$ cat src/rtl/perp_pkg.sv
package perp_pkg;

   // ***************************************************************
   // Register offsets
   // ***************************************************************
   localparam logic [7:0] OFS_P1_RATE     = 8'h19;
   localparam logic [7:0] OFS_P2_RATE     = 8'h29;
   localparam logic [7:0] OFS_P3_RATE     = 8'h39;
   localparam logic [7:0] OFS_P1_PHY      = 8'h1A;
   localparam logic [7:0] OFS_P2_PHY      = 8'h2A;
   localparam logic [7:0] OFS_P3_PHY_RSVD = 8'h3A;
   localparam logic [7:0] OFS_P1_FCNT     = 8'h1B;
   localparam logic [7:0] OFS_P2_FCNT     = 8'h2B;
   localparam logic [7:0] OFS_P3_FCNT_RSV = 8'h3B;

   // ***************************************************************
   // Field positions
   // ***************************************************************
   localparam int Q3_LSB     = 4;
   localparam int Q2_LSB     = 0;
   localparam int SHORT_BIT  = 7;
   localparam int RESULT_LSB = 5;
   localparam int EN_BIT     = 4;
   localparam int FLINK_BIT  = 3;
   localparam int PSAVE_BIT  = 2;
   localparam int LOOP_BIT   = 1;
   localparam int CNT8_BIT   = 0;

   // ***************************************************************
   // Reset values and codes
   // ***************************************************************
   localparam logic [7:0]  RATE_RST       = 8'h00;
   localparam logic [3:0]  CODE_UNLIMITED = 4'h0;
   localparam logic [1:0]  RESULT_RST     = 2'h0;
   localparam logic        PSAVE_RST      = 1'b1;
   localparam logic [8:0]  FCNT_RST       = 9'h000;
   localparam logic [16:0] TEN_MEG_KBPS   = 17'h02710;

   typedef enum {PERP_IDLE, PERP_TESTING} perp_diag_t;

   // Limit in Kbps for a rate code; zero stands for unlimited
   function automatic logic [16:0] rate_kbps(input logic [3:0] code);
      logic [16:0] k;
      k = 17'h00000;
      case (code)
         4'h1: k = 17'h00040;
         4'h2: k = 17'h00080;
         4'h3: k = 17'h00100;
         4'h4: k = 17'h00200;
         4'h5: k = 17'h003E8;
         4'h6: k = 17'h007D0;
         4'h7: k = 17'h00FA0;
         4'h8: k = 17'h01F40;
         4'h9: k = 17'h03E80;
         4'hA: k = 17'h07D00;
         4'hB: k = 17'h0BB80;
         4'hC: k = 17'h0FA00;
         4'hD: k = 17'h11940;
         4'hE: k = 17'h13880;
         4'hF: k = 17'h157C0;
         default: k = 17'h00000;
      endcase
      return k;
   endfunction

endpackage

$ cat src/rtl/perp_phy_if.sv
`timescale 1ns/1ps
interface perp_phy_if;
   logic       wr;
   logic [7:0] wdata;
   logic [7:0] status;
   logic [8:0] fault_cnt;
   logic       start;
   logic       done;
   logic [1:0] result;
   logic       short10;
   logic [8:0] cnt_in;
   logic       force_link;
   logic       pwrsave_off;
   logic       remote_loop;

   modport ctl (input wr, wdata, done, result, short10, cnt_in,
                output status, fault_cnt, start, force_link, pwrsave_off, remote_loop);
   modport hub (output wr, wdata, done, result, short10, cnt_in,
                input status, fault_cnt, start, force_link, pwrsave_off, remote_loop);
endinterface // perp_phy_if

$ cat src/rtl/perp_rate_map.sv
`timescale 1ns/1ps
module perp_rate_map (
   input  wire logic [3:0]  code,        // Programmed rate code
   input  wire logic        ten_meg,     // Port runs at 10 Mbps
   input  wire logic        multi_q_en,  // Multiple transmit queues on
   output logic      [16:0] limit_kbps   // Effective limit, 0 = unlimited
);
   logic [16:0] raw;

   always_comb begin
      raw = perp_pkg::rate_kbps(code);
      if (!multi_q_en) begin
         limit_kbps = 17'h00000;
      end else if (ten_meg && raw > perp_pkg::TEN_MEG_KBPS) begin
         limit_kbps = perp_pkg::rate_kbps(perp_pkg::CODE_UNLIMITED);
      end else begin
         limit_kbps = raw;
      end
   end
endmodule // perp_rate_map

$ cat src/rtl/perp_phy_ctrl.sv
`timescale 1ns/1ps
module perp_phy_ctrl (
   input  wire logic mclk,  // System clock
   input  wire logic rst,   // Synchronous reset
   perp_phy_if.ctl   pif    // Register side and diagnostic engine
);
   perp_pkg::perp_diag_t state_q;
   logic       short_q;
   logic [1:0] result_q;
   logic       flink_q;
   logic       psave_q;
   logic       loop_q;
   logic [8:0] cnt_q;
   logic       start_q;
   logic       go;

   // A rewrite of the enable bit while a test runs does not restart it
   assign go = pif.wr && pif.wdata[perp_pkg::EN_BIT] && (state_q == perp_pkg::PERP_IDLE);

   always_ff @(posedge mclk) begin
      if (rst) begin
         state_q <= perp_pkg::PERP_IDLE;
      end else begin
         case (state_q)
            perp_pkg::PERP_IDLE:    if (go) state_q <= perp_pkg::PERP_TESTING;
            perp_pkg::PERP_TESTING: if (pif.done) state_q <= perp_pkg::PERP_IDLE;
            default:                state_q <= perp_pkg::PERP_IDLE;
         endcase
      end
   end

   always_ff @(posedge mclk) begin
      if (rst) begin
         start_q <= 1'b0;
      end else begin
         start_q <= go;
      end
   end

   // Results only move when a test finishes, so stale reads stay stable
   always_ff @(posedge mclk) begin
      if (rst) begin
         short_q  <= 1'b0;
         result_q <= perp_pkg::RESULT_RST;
         cnt_q    <= perp_pkg::FCNT_RST;
      end else if (state_q == perp_pkg::PERP_TESTING && pif.done) begin
         short_q  <= pif.short10;
         result_q <= pif.result;
         cnt_q    <= pif.cnt_in;
      end
   end

   always_ff @(posedge mclk) begin
      if (rst) begin
         flink_q <= 1'b0;
         psave_q <= perp_pkg::PSAVE_RST;
         loop_q  <= 1'b0;
      end else if (pif.wr) begin
         flink_q <= pif.wdata[perp_pkg::FLINK_BIT];
         psave_q <= pif.wdata[perp_pkg::PSAVE_BIT];
         loop_q  <= pif.wdata[perp_pkg::LOOP_BIT];
      end
   end

   assign pif.status      = {short_q, result_q, state_q == perp_pkg::PERP_TESTING,
                             flink_q, psave_q, loop_q, cnt_q[8]};
   assign pif.fault_cnt   = cnt_q;
   assign pif.start       = start_q;
   assign pif.force_link  = flink_q;
   assign pif.pwrsave_off = psave_q;
   assign pif.remote_loop = loop_q;

   a_en_self_clear: assert property (@(posedge mclk) disable iff (rst)
      state_q == perp_pkg::PERP_TESTING && pif.done |=> !pif.status[perp_pkg::EN_BIT])
      else $error("test enable not cleared after completion");
   a_start_one_pulse: assert property (@(posedge mclk) disable iff (rst)
      start_q |-> pif.status[perp_pkg::EN_BIT] && !$past(start_q))
      else $error("start pulse not a single cycle of a running test");
   a_result_latched: assert property (@(posedge mclk) disable iff (rst)
      state_q == perp_pkg::PERP_TESTING && pif.done |=> result_q == $past(pif.result))
      else $error("test result not captured at completion");
endmodule // perp_phy_ctrl

$ cat src/rtl/perp_regs.sv
`timescale 1ns/1ps
module perp_regs (
   input  wire logic        mclk,            // 250 MHz system clock
   input  wire logic        rst,             // Synchronous reset, active high
   input  wire logic [7:0]  reg_addr,        // Management register address
   input  wire logic        reg_wr,          // Management write strobe
   input  wire logic        reg_rd,          // Management read strobe
   input  wire logic [7:0]  reg_wdata,       // Management write data
   output logic      [7:0]  reg_rdata_q,     // Management read data
   input  wire logic        miim_sel,        // PHY view port: 0 = port 1, 1 = port 2
   input  wire logic        miim_wr,         // PHY view write strobe
   input  wire logic        miim_rd,         // PHY view read strobe
   input  wire logic [7:0]  miim_wdata,      // PHY view write data, same layout
   output logic      [7:0]  miim_rdata_q,    // PHY view read data
   input  wire logic [2:0]  ten_meg_speed,   // Per port: link runs at 10 Mbps
   input  wire logic        multi_q_en,      // Multiple transmit queues enabled
   output logic      [16:0] queue3_kbps_q [3], // Per port queue 3 limit, 0 = none
   output logic      [16:0] queue2_kbps_q [3], // Per port queue 2 limit, 0 = none
   output logic      [1:0]  diag_start_q,    // Per PHY cable test start pulse
   input  wire logic [1:0]  diag_done,       // Per PHY cable test done pulse
   input  wire logic [3:0]  diag_result,     // Per PHY result, port 2 in 3:2
   input  wire logic [1:0]  diag_short10,    // Per PHY near short seen
   input  wire logic [17:0] diag_count,      // Per PHY fault count, port 2 in 17:9
   output logic      [1:0]  force_link_q,    // Per PHY force link pass
   output logic      [1:0]  pwrsave_off_q,   // Per PHY power saving disabled
   output logic      [1:0]  remote_loop_q    // Per PHY remote loopback
);

   // ***************************************************************
   // Address helpers
   // ***************************************************************
   function automatic logic [7:0] rate_ofs(input int p);
      return (p == 0) ? perp_pkg::OFS_P1_RATE :
             (p == 1) ? perp_pkg::OFS_P2_RATE : perp_pkg::OFS_P3_RATE;
   endfunction

   function automatic logic [7:0] phy_ofs(input int p);
      return (p == 0) ? perp_pkg::OFS_P1_PHY : perp_pkg::OFS_P2_PHY;
   endfunction

   // ***************************************************************
   // Rate storage
   // ***************************************************************
   logic [7:0]  rate_q [3];
   logic [16:0] q3_lim [3];
   logic [16:0] q2_lim [3];

   for (genvar p = 0; p < 3; p++) begin : g_rate
      always_ff @(posedge mclk) begin
         if (rst) begin
            rate_q[p] <= perp_pkg::RATE_RST;
         end else if (reg_wr && reg_addr == rate_ofs(p)) begin
            rate_q[p] <= reg_wdata;
         end
      end

      perp_rate_map u_q3 (
         .code       (rate_q[p][perp_pkg::Q3_LSB +: 4]),
         .ten_meg    (ten_meg_speed[p]),
         .multi_q_en (multi_q_en),
         .limit_kbps (q3_lim[p])
      );

      perp_rate_map u_q2 (
         .code       (rate_q[p][perp_pkg::Q2_LSB +: 4]),
         .ten_meg    (ten_meg_speed[p]),
         .multi_q_en (multi_q_en),
         .limit_kbps (q2_lim[p])
      );

      always_ff @(posedge mclk) begin
         if (rst) begin
            queue3_kbps_q[p] <= 17'h00000;
            queue2_kbps_q[p] <= 17'h00000;
         end else begin
            queue3_kbps_q[p] <= q3_lim[p];
            queue2_kbps_q[p] <= q2_lim[p];
         end
      end
   end

   // ***************************************************************
   // PHY special control/status, shared by both access paths
   // ***************************************************************
   perp_phy_if pif [2] ();
   logic [7:0] phy_status [2];
   logic [8:0] phy_cnt    [2];
   logic [1:0] bus_hit;
   logic [1:0] miim_hit;

   for (genvar p = 0; p < 2; p++) begin : g_phy
      assign bus_hit[p]  = reg_wr && reg_addr == phy_ofs(p);
      // Management bus wins a same-cycle clash so one value lands
      assign miim_hit[p] = miim_wr && (miim_sel == 1'(p)) && !bus_hit[p];

      assign pif[p].wr      = bus_hit[p] || miim_hit[p];
      assign pif[p].wdata   = bus_hit[p] ? reg_wdata : miim_wdata;
      assign pif[p].done    = diag_done[p];
      assign pif[p].result  = diag_result[2*p +: 2];
      assign pif[p].short10 = diag_short10[p];
      assign pif[p].cnt_in  = diag_count[9*p +: 9];
      assign phy_status[p]  = pif[p].status;
      assign phy_cnt[p]     = pif[p].fault_cnt;

      perp_phy_ctrl u_ctrl (
         .mclk (mclk),
         .rst  (rst),
         .pif  (pif[p])
      );

      always_ff @(posedge mclk) begin
         if (rst) begin
            diag_start_q[p]  <= 1'b0;
            force_link_q[p]  <= 1'b0;
            pwrsave_off_q[p] <= perp_pkg::PSAVE_RST;
            remote_loop_q[p] <= 1'b0;
         end else begin
            diag_start_q[p]  <= pif[p].start;
            force_link_q[p]  <= pif[p].force_link;
            pwrsave_off_q[p] <= pif[p].pwrsave_off;
            remote_loop_q[p] <= pif[p].remote_loop;
         end
      end
   end

   // ***************************************************************
   // Read paths
   // ***************************************************************
   logic [7:0] rd_mux;

   always_comb begin
      if (reg_addr == perp_pkg::OFS_P1_RATE) begin
         rd_mux = rate_q[0];
      end else if (reg_addr == perp_pkg::OFS_P2_RATE) begin
         rd_mux = rate_q[1];
      end else if (reg_addr == perp_pkg::OFS_P3_RATE) begin
         rd_mux = rate_q[2];
      end else if (reg_addr == perp_pkg::OFS_P1_PHY) begin
         rd_mux = phy_status[0];
      end else if (reg_addr == perp_pkg::OFS_P2_PHY) begin
         rd_mux = phy_status[1];
      end else if (reg_addr == perp_pkg::OFS_P1_FCNT) begin
         rd_mux = phy_cnt[0][7:0];
      end else if (reg_addr == perp_pkg::OFS_P2_FCNT) begin
         rd_mux = phy_cnt[1][7:0];
      end else begin
         rd_mux = 8'h00;
      end
   end

   always_ff @(posedge mclk) begin
      if (rst) begin
         reg_rdata_q <= 8'h00;
      end else if (reg_rd) begin
         reg_rdata_q <= rd_mux;
      end
   end

   always_ff @(posedge mclk) begin
      if (rst) begin
         miim_rdata_q <= 8'h00;
      end else if (miim_rd) begin
         miim_rdata_q <= phy_status[miim_sel];
      end
   end

   // ***************************************************************
   // Checks
   // ***************************************************************
   a_rate_write_read: assert property (@(posedge mclk) disable iff (rst)
      reg_wr && reg_addr == perp_pkg::OFS_P2_RATE ##1 reg_rd && !reg_wr
         && reg_addr == perp_pkg::OFS_P2_RATE |=> reg_rdata_q == $past(reg_wdata, 2))
      else $error("port 2 rate register did not read back");
   a_ten_meg_cap: assert property (@(posedge mclk) disable iff (rst)
      ten_meg_speed[0] |=> queue3_kbps_q[0] <= perp_pkg::TEN_MEG_KBPS
         && queue2_kbps_q[0] <= perp_pkg::TEN_MEG_KBPS)
      else $error("limit above 10 Mbps kept at 10 Mbps link speed");
   a_single_queue_off: assert property (@(posedge mclk) disable iff (rst)
      !multi_q_en |=> queue3_kbps_q[1] == 17'h00000 && queue2_kbps_q[1] == 17'h00000)
      else $error("queue 2/3 limit active in single queue mode");
   a_code_e_eighty: assert property (@(posedge mclk) disable iff (rst)
      multi_q_en && !ten_meg_speed[2] && rate_q[2][perp_pkg::Q3_LSB +: 4] == 4'hE
         |=> queue3_kbps_q[2] == 17'h13880)
      else $error("code E did not give 80 Mbps");
   a_rsvd_reads_zero: assert property (@(posedge mclk) disable iff (rst)
      reg_rd && (reg_addr == perp_pkg::OFS_P3_PHY_RSVD
         || reg_addr == perp_pkg::OFS_P3_FCNT_RSV) |=> reg_rdata_q == 8'h00)
      else $error("reserved port 3 PHY offset read non-zero");
   a_views_agree: assert property (@(posedge mclk) disable iff (rst)
      miim_wr && !miim_sel && !bus_hit[0] ##1 reg_rd && !reg_wr && !miim_wr
         && reg_addr == perp_pkg::OFS_P1_PHY
         |=> reg_rdata_q[perp_pkg::LOOP_BIT] == $past(miim_wdata[perp_pkg::LOOP_BIT], 2))
      else $error("PHY view write not seen on management bus");
   a_psave_follows: assert property (@(posedge mclk) disable iff (rst)
      bus_hit[1] |=> ##1 pwrsave_off_q[1] == $past(reg_wdata[perp_pkg::PSAVE_BIT], 2))
      else $error("power saving output not following its bit");
   a_start_on_write: assert property (@(posedge mclk) disable iff (rst)
      bus_hit[0] && reg_wdata[perp_pkg::EN_BIT] && !phy_status[0][perp_pkg::EN_BIT]
         |=> ##1 diag_start_q[0])
      else $error("cable test did not start on enable write");
   a_count_hi_bit: assert property (@(posedge mclk) disable iff (rst)
      diag_done[1] && phy_status[1][perp_pkg::EN_BIT]
         |=> phy_status[1][perp_pkg::CNT8_BIT] == $past(diag_count[17]))
      else $error("status bit 0 not loaded with fault count bit 8");

endmodule // perp_regs

$ cat config.mk
export PLATFORM = sky130hd
export DESIGN_NAME = perp_regs
export DESIGN_NICKNAME = d
export VERILOG_FILES = /design/src/rtl/perp_pkg.sv /design/src/rtl/perp_phy_if.sv /design/src/rtl/perp_rate_map.sv /design/src/rtl/perp_phy_ctrl.sv /design/src/rtl/perp_regs.sv
export SDC_FILE = /design/constraint.sdc
export NUM_CORES = 1
export LEC_CHECK = 0
export ABC_AREA = 1
export ABC_CLOCK_PERIOD_IN_PS = 5600
export BUFFER_PORTS_ARGS = -buffer_cell sky130_fd_sc_hd__buf_4
export CORE_ASPECT_RATIO = 1.2
export CORE_MARGIN = 2
export CORE_UTILIZATION = 55
export DETAILED_ROUTE_END_ITERATION = 10
export GPL_ROUTABILITY_DRIVEN = 1
export PLACE_DENSITY = 0.82
export RECOVER_POWER = 50
export SYNTH_ARGS = -nofsm -noshare
export SYNTH_HDL_FRONTEND = slang
export SYNTH_SLANG_ARGS = --single-unit
export TNS_END_PERCENT = 100
$ cat constraint.sdc
create_clock -name mclk -period 5.6 [get_ports mclk]
set_clock_uncertainty 0.2 [all_clocks]
set_input_delay 0.28 -clock mclk [delete_from_list [all_inputs] [get_ports mclk]]
set_output_delay 0.28 -clock mclk [all_outputs]
set_load 0.01 [all_outputs]
==> run metrics <==
CTS Buf Count 17; Overflow after GRT 0; final total power 2660 uW; relative slew slack 1.95%; status complete, no violations; RR Startpoint rate_q[0][5]; vias per std cell 5.20; Worst EP arrival 3850 ps; pin count of the biggest net entering global routing 42; worst slack at placement 2560 ps; die height 133 um; HPWL Detailed 13,200 um; switching share of power 24.8%; Max Cap Viol 0; IO buf count 164; first-pass GRT wire length 29,300 um; net count reported at finish 1,210; Final setup viols 0; Mapped Area 7600 sq um; Netlist cell types 43; PD cells 288 nW/um^2; ranking of synthesized cells by area dfxtp_1, edfxtp_1, nor2_1, nand2_1, ha_1; starting density of the core 55.7%; Crit Path Max Fanout 41; initial antenna violation count 0; critical path launch point rst; Die X 111 um; register area share after synthesis 46.9%; Worst-Margin Slew 1470 ps; die area 14,800 sq um; length of the first detailed-routing pass in iterations 5; Core ar. 13,600 sq um; Net Switching 659 uW; CP endpoint kind register; gpl congestion 0.965; fmax 271 MHz; fin. max-slew vios 0; vias in the first global route 6,229; YS warnings 0; Final ANT Viol Nets 0; Fin. Hold Viols 0; setup TNS 0 ps; RSZ-0062 raised after global routing false; via count 6,726; Seq cells post-synth 166; WS Path Type input port to register; TritonCTS clock tree done; CTS Buffer Depth 2; Period minus WS final 3690 ps; min-delay worst type input port to register; Yosys top cell by area dfxtp_1; Reg clk slew, reported paths 60 ps; cells on worst reg2reg path 8; Final Non-Filler Cells 1,293; clock tree sinks 166; final worst slack 1910 ps; Mapped Cells 931; fraction of layout cells with a size suffix above 1 10.9%; Antenna Cells 0; drt total wl 18,500 um; Post-CTS Resized 0; crit start category input port; Layout area overhead 21.7%; Post-CTS Setup Inserts 0; CP Capture Point g_phy[1].u_ctrl.pif.remote_loop; most frequent cells in the layout nor2_1, dfxtp_1, nand2_1; Clock Power Share 41.1%; Max VDD drop 0.195 mV; Seq pwr share 48.6%; DRC Markers 0; number of flops mapped to enable cells by yosys 24; Worst Path Required 5760 ps; share of the synthesized area in the top cell type 37.4%; GRT Total Usage 24.6%; Static Leak 0.00408 uW; Final period util 65.9%; Critical R2R Capture queue3_kbps_q[39]; DR WL/cell 14.3 um; most common cell after layout, fill and taps aside nor2_1; post-cts hold buffer count 36; internal power 2000 uW; H-tree depth 4; Avg Inst Size Synth 8.16 sq um; reg2reg setup slack 3210 ps; Post-synth top flop dfxtp_1; Logic pwr share 10.4%; Clock Latency Late Sink 420 ps; Placed Cells 1,227; share of flip-flops with an asynchronous set or reset 0%; Cell Rows 47; initial detailed-routing violation count 443; Clock Tree Root clkbuf_16; utilization after layout 67.8%; IO Count 187
-- power by group through the flow --
stage	clock (uW)	combinational [uW]	sequential [uW]
after floorplan	0	179	1310
after global placement	0	265	1320
after detailed placement	0	271	1320
after CTS	1100	293	1290
after global routing	1160	307	1300
final	1090	276	1290
-- metrics by stage --
stage	hold slack, ps	area, sq um
floorplan	182	7660
global placement	192	8760
detailed placement	197	8760
CTS	7.72	9670
global route	29.4	9250
finish	14.9	9250
-- worst min-delay path by stage --
stage / startpoint / endpoint / cells past startpoint
2_1_floorplan: diag_done[1] / g_phy[1].u_ctrl.state_q[0] / 1
3_3_place_gp: g_phy[1].u_ctrl.pif.start / diag_start_q[1] / 2
3_5_place_dp: g_phy[1].u_ctrl.pif.start / diag_start_q[1] / 2
4_1_cts: miim_wdata[4] / g_phy[1].u_ctrl.state_q[0] / 3
5_1_grt: miim_wdata[4] / g_phy[1].u_ctrl.state_q[0] / 3
6_report: miim_wdata[4] / g_phy[1].u_ctrl.state_q[0] / 3
-- logic make-up after synthesis --
logic type | Yosys count | synth area share [%]
AO/OA/AOI/OAI | 155 | 12.8
adder cells (fa/ha/maj) | 38 | 6.26
buffers and inverters | 179 | 10.7
flip-flops | 166 | 46.9
other | 1 | 0.0494
AND/OR/NAND/NOR | 392 | 23.3
-- registers in the layout, indices dropped and copies added, names as in the netlist --
signal	count
g_phy.u_ctrl.pif.fault_cnt	18
remote_loop_q	2
g_phy.u_ctrl.short_q	2
g_phy.u_ctrl.pif.start	2
g_phy.u_ctrl.result_q	4
queue2_kbps_q	42
force_link_q	2
g_phy.u_ctrl.pif.pwrsave_off	2
g_phy.u_ctrl.state_q	2
g_phy.u_ctrl.pif.force_link	2
pwrsave_off_q	2
queue3_kbps_q	42
miim_rdata_q	8
g_phy.u_ctrl.pif.remote_loop	2
diag_start_q	2
reg_rdata_q	8
rate_q	24
-- synthesized netlist by cell type (21+ instances only) --
master and instances:
nand2_1 134, nor2_1 145, edfxtp_1 24, inv_1 110
ha_1 38, buf_2 22, o21ai_0 43, nand3_1 48
dfxtp_1 142, buf_4 21, a21oi_1 40, nor3_1 27
o211ai_1 22
-- worst max-delay path: stages --
cell and delay, ps:
dlygate4sd3_1 540, clkbuf_1 400, inv_1 400, clkbuf_1 1110, o21ai_0 290, o32ai_1 210, dlygate4sd3_1 590
-- per-layer routing --
layer / vias to the layer above / share of wire, % / routed length (um) / global-route usage, %
met5: - / 0 / 0 / 0
met4: 0 / 1.9 / 355 / 8.44
met3: 31 / 7.0 / 1300 / 5.41
met2: 267 / 53 / 9760 / 45.9
met1: 3068 / 38 / 7130 / 27.4
li1: 3360 / - / - / -
-- cell type report --
cell class,count,area (sq um)
sequential,166,3560
clock inverter,8,72.6
inverter,122,463
multi-input combinational,603,3270
clock buffer,22,475
timing repair buffer,201,1190
tap,171,214
fill,1157,4400
(Power assumes the default switching activity.)
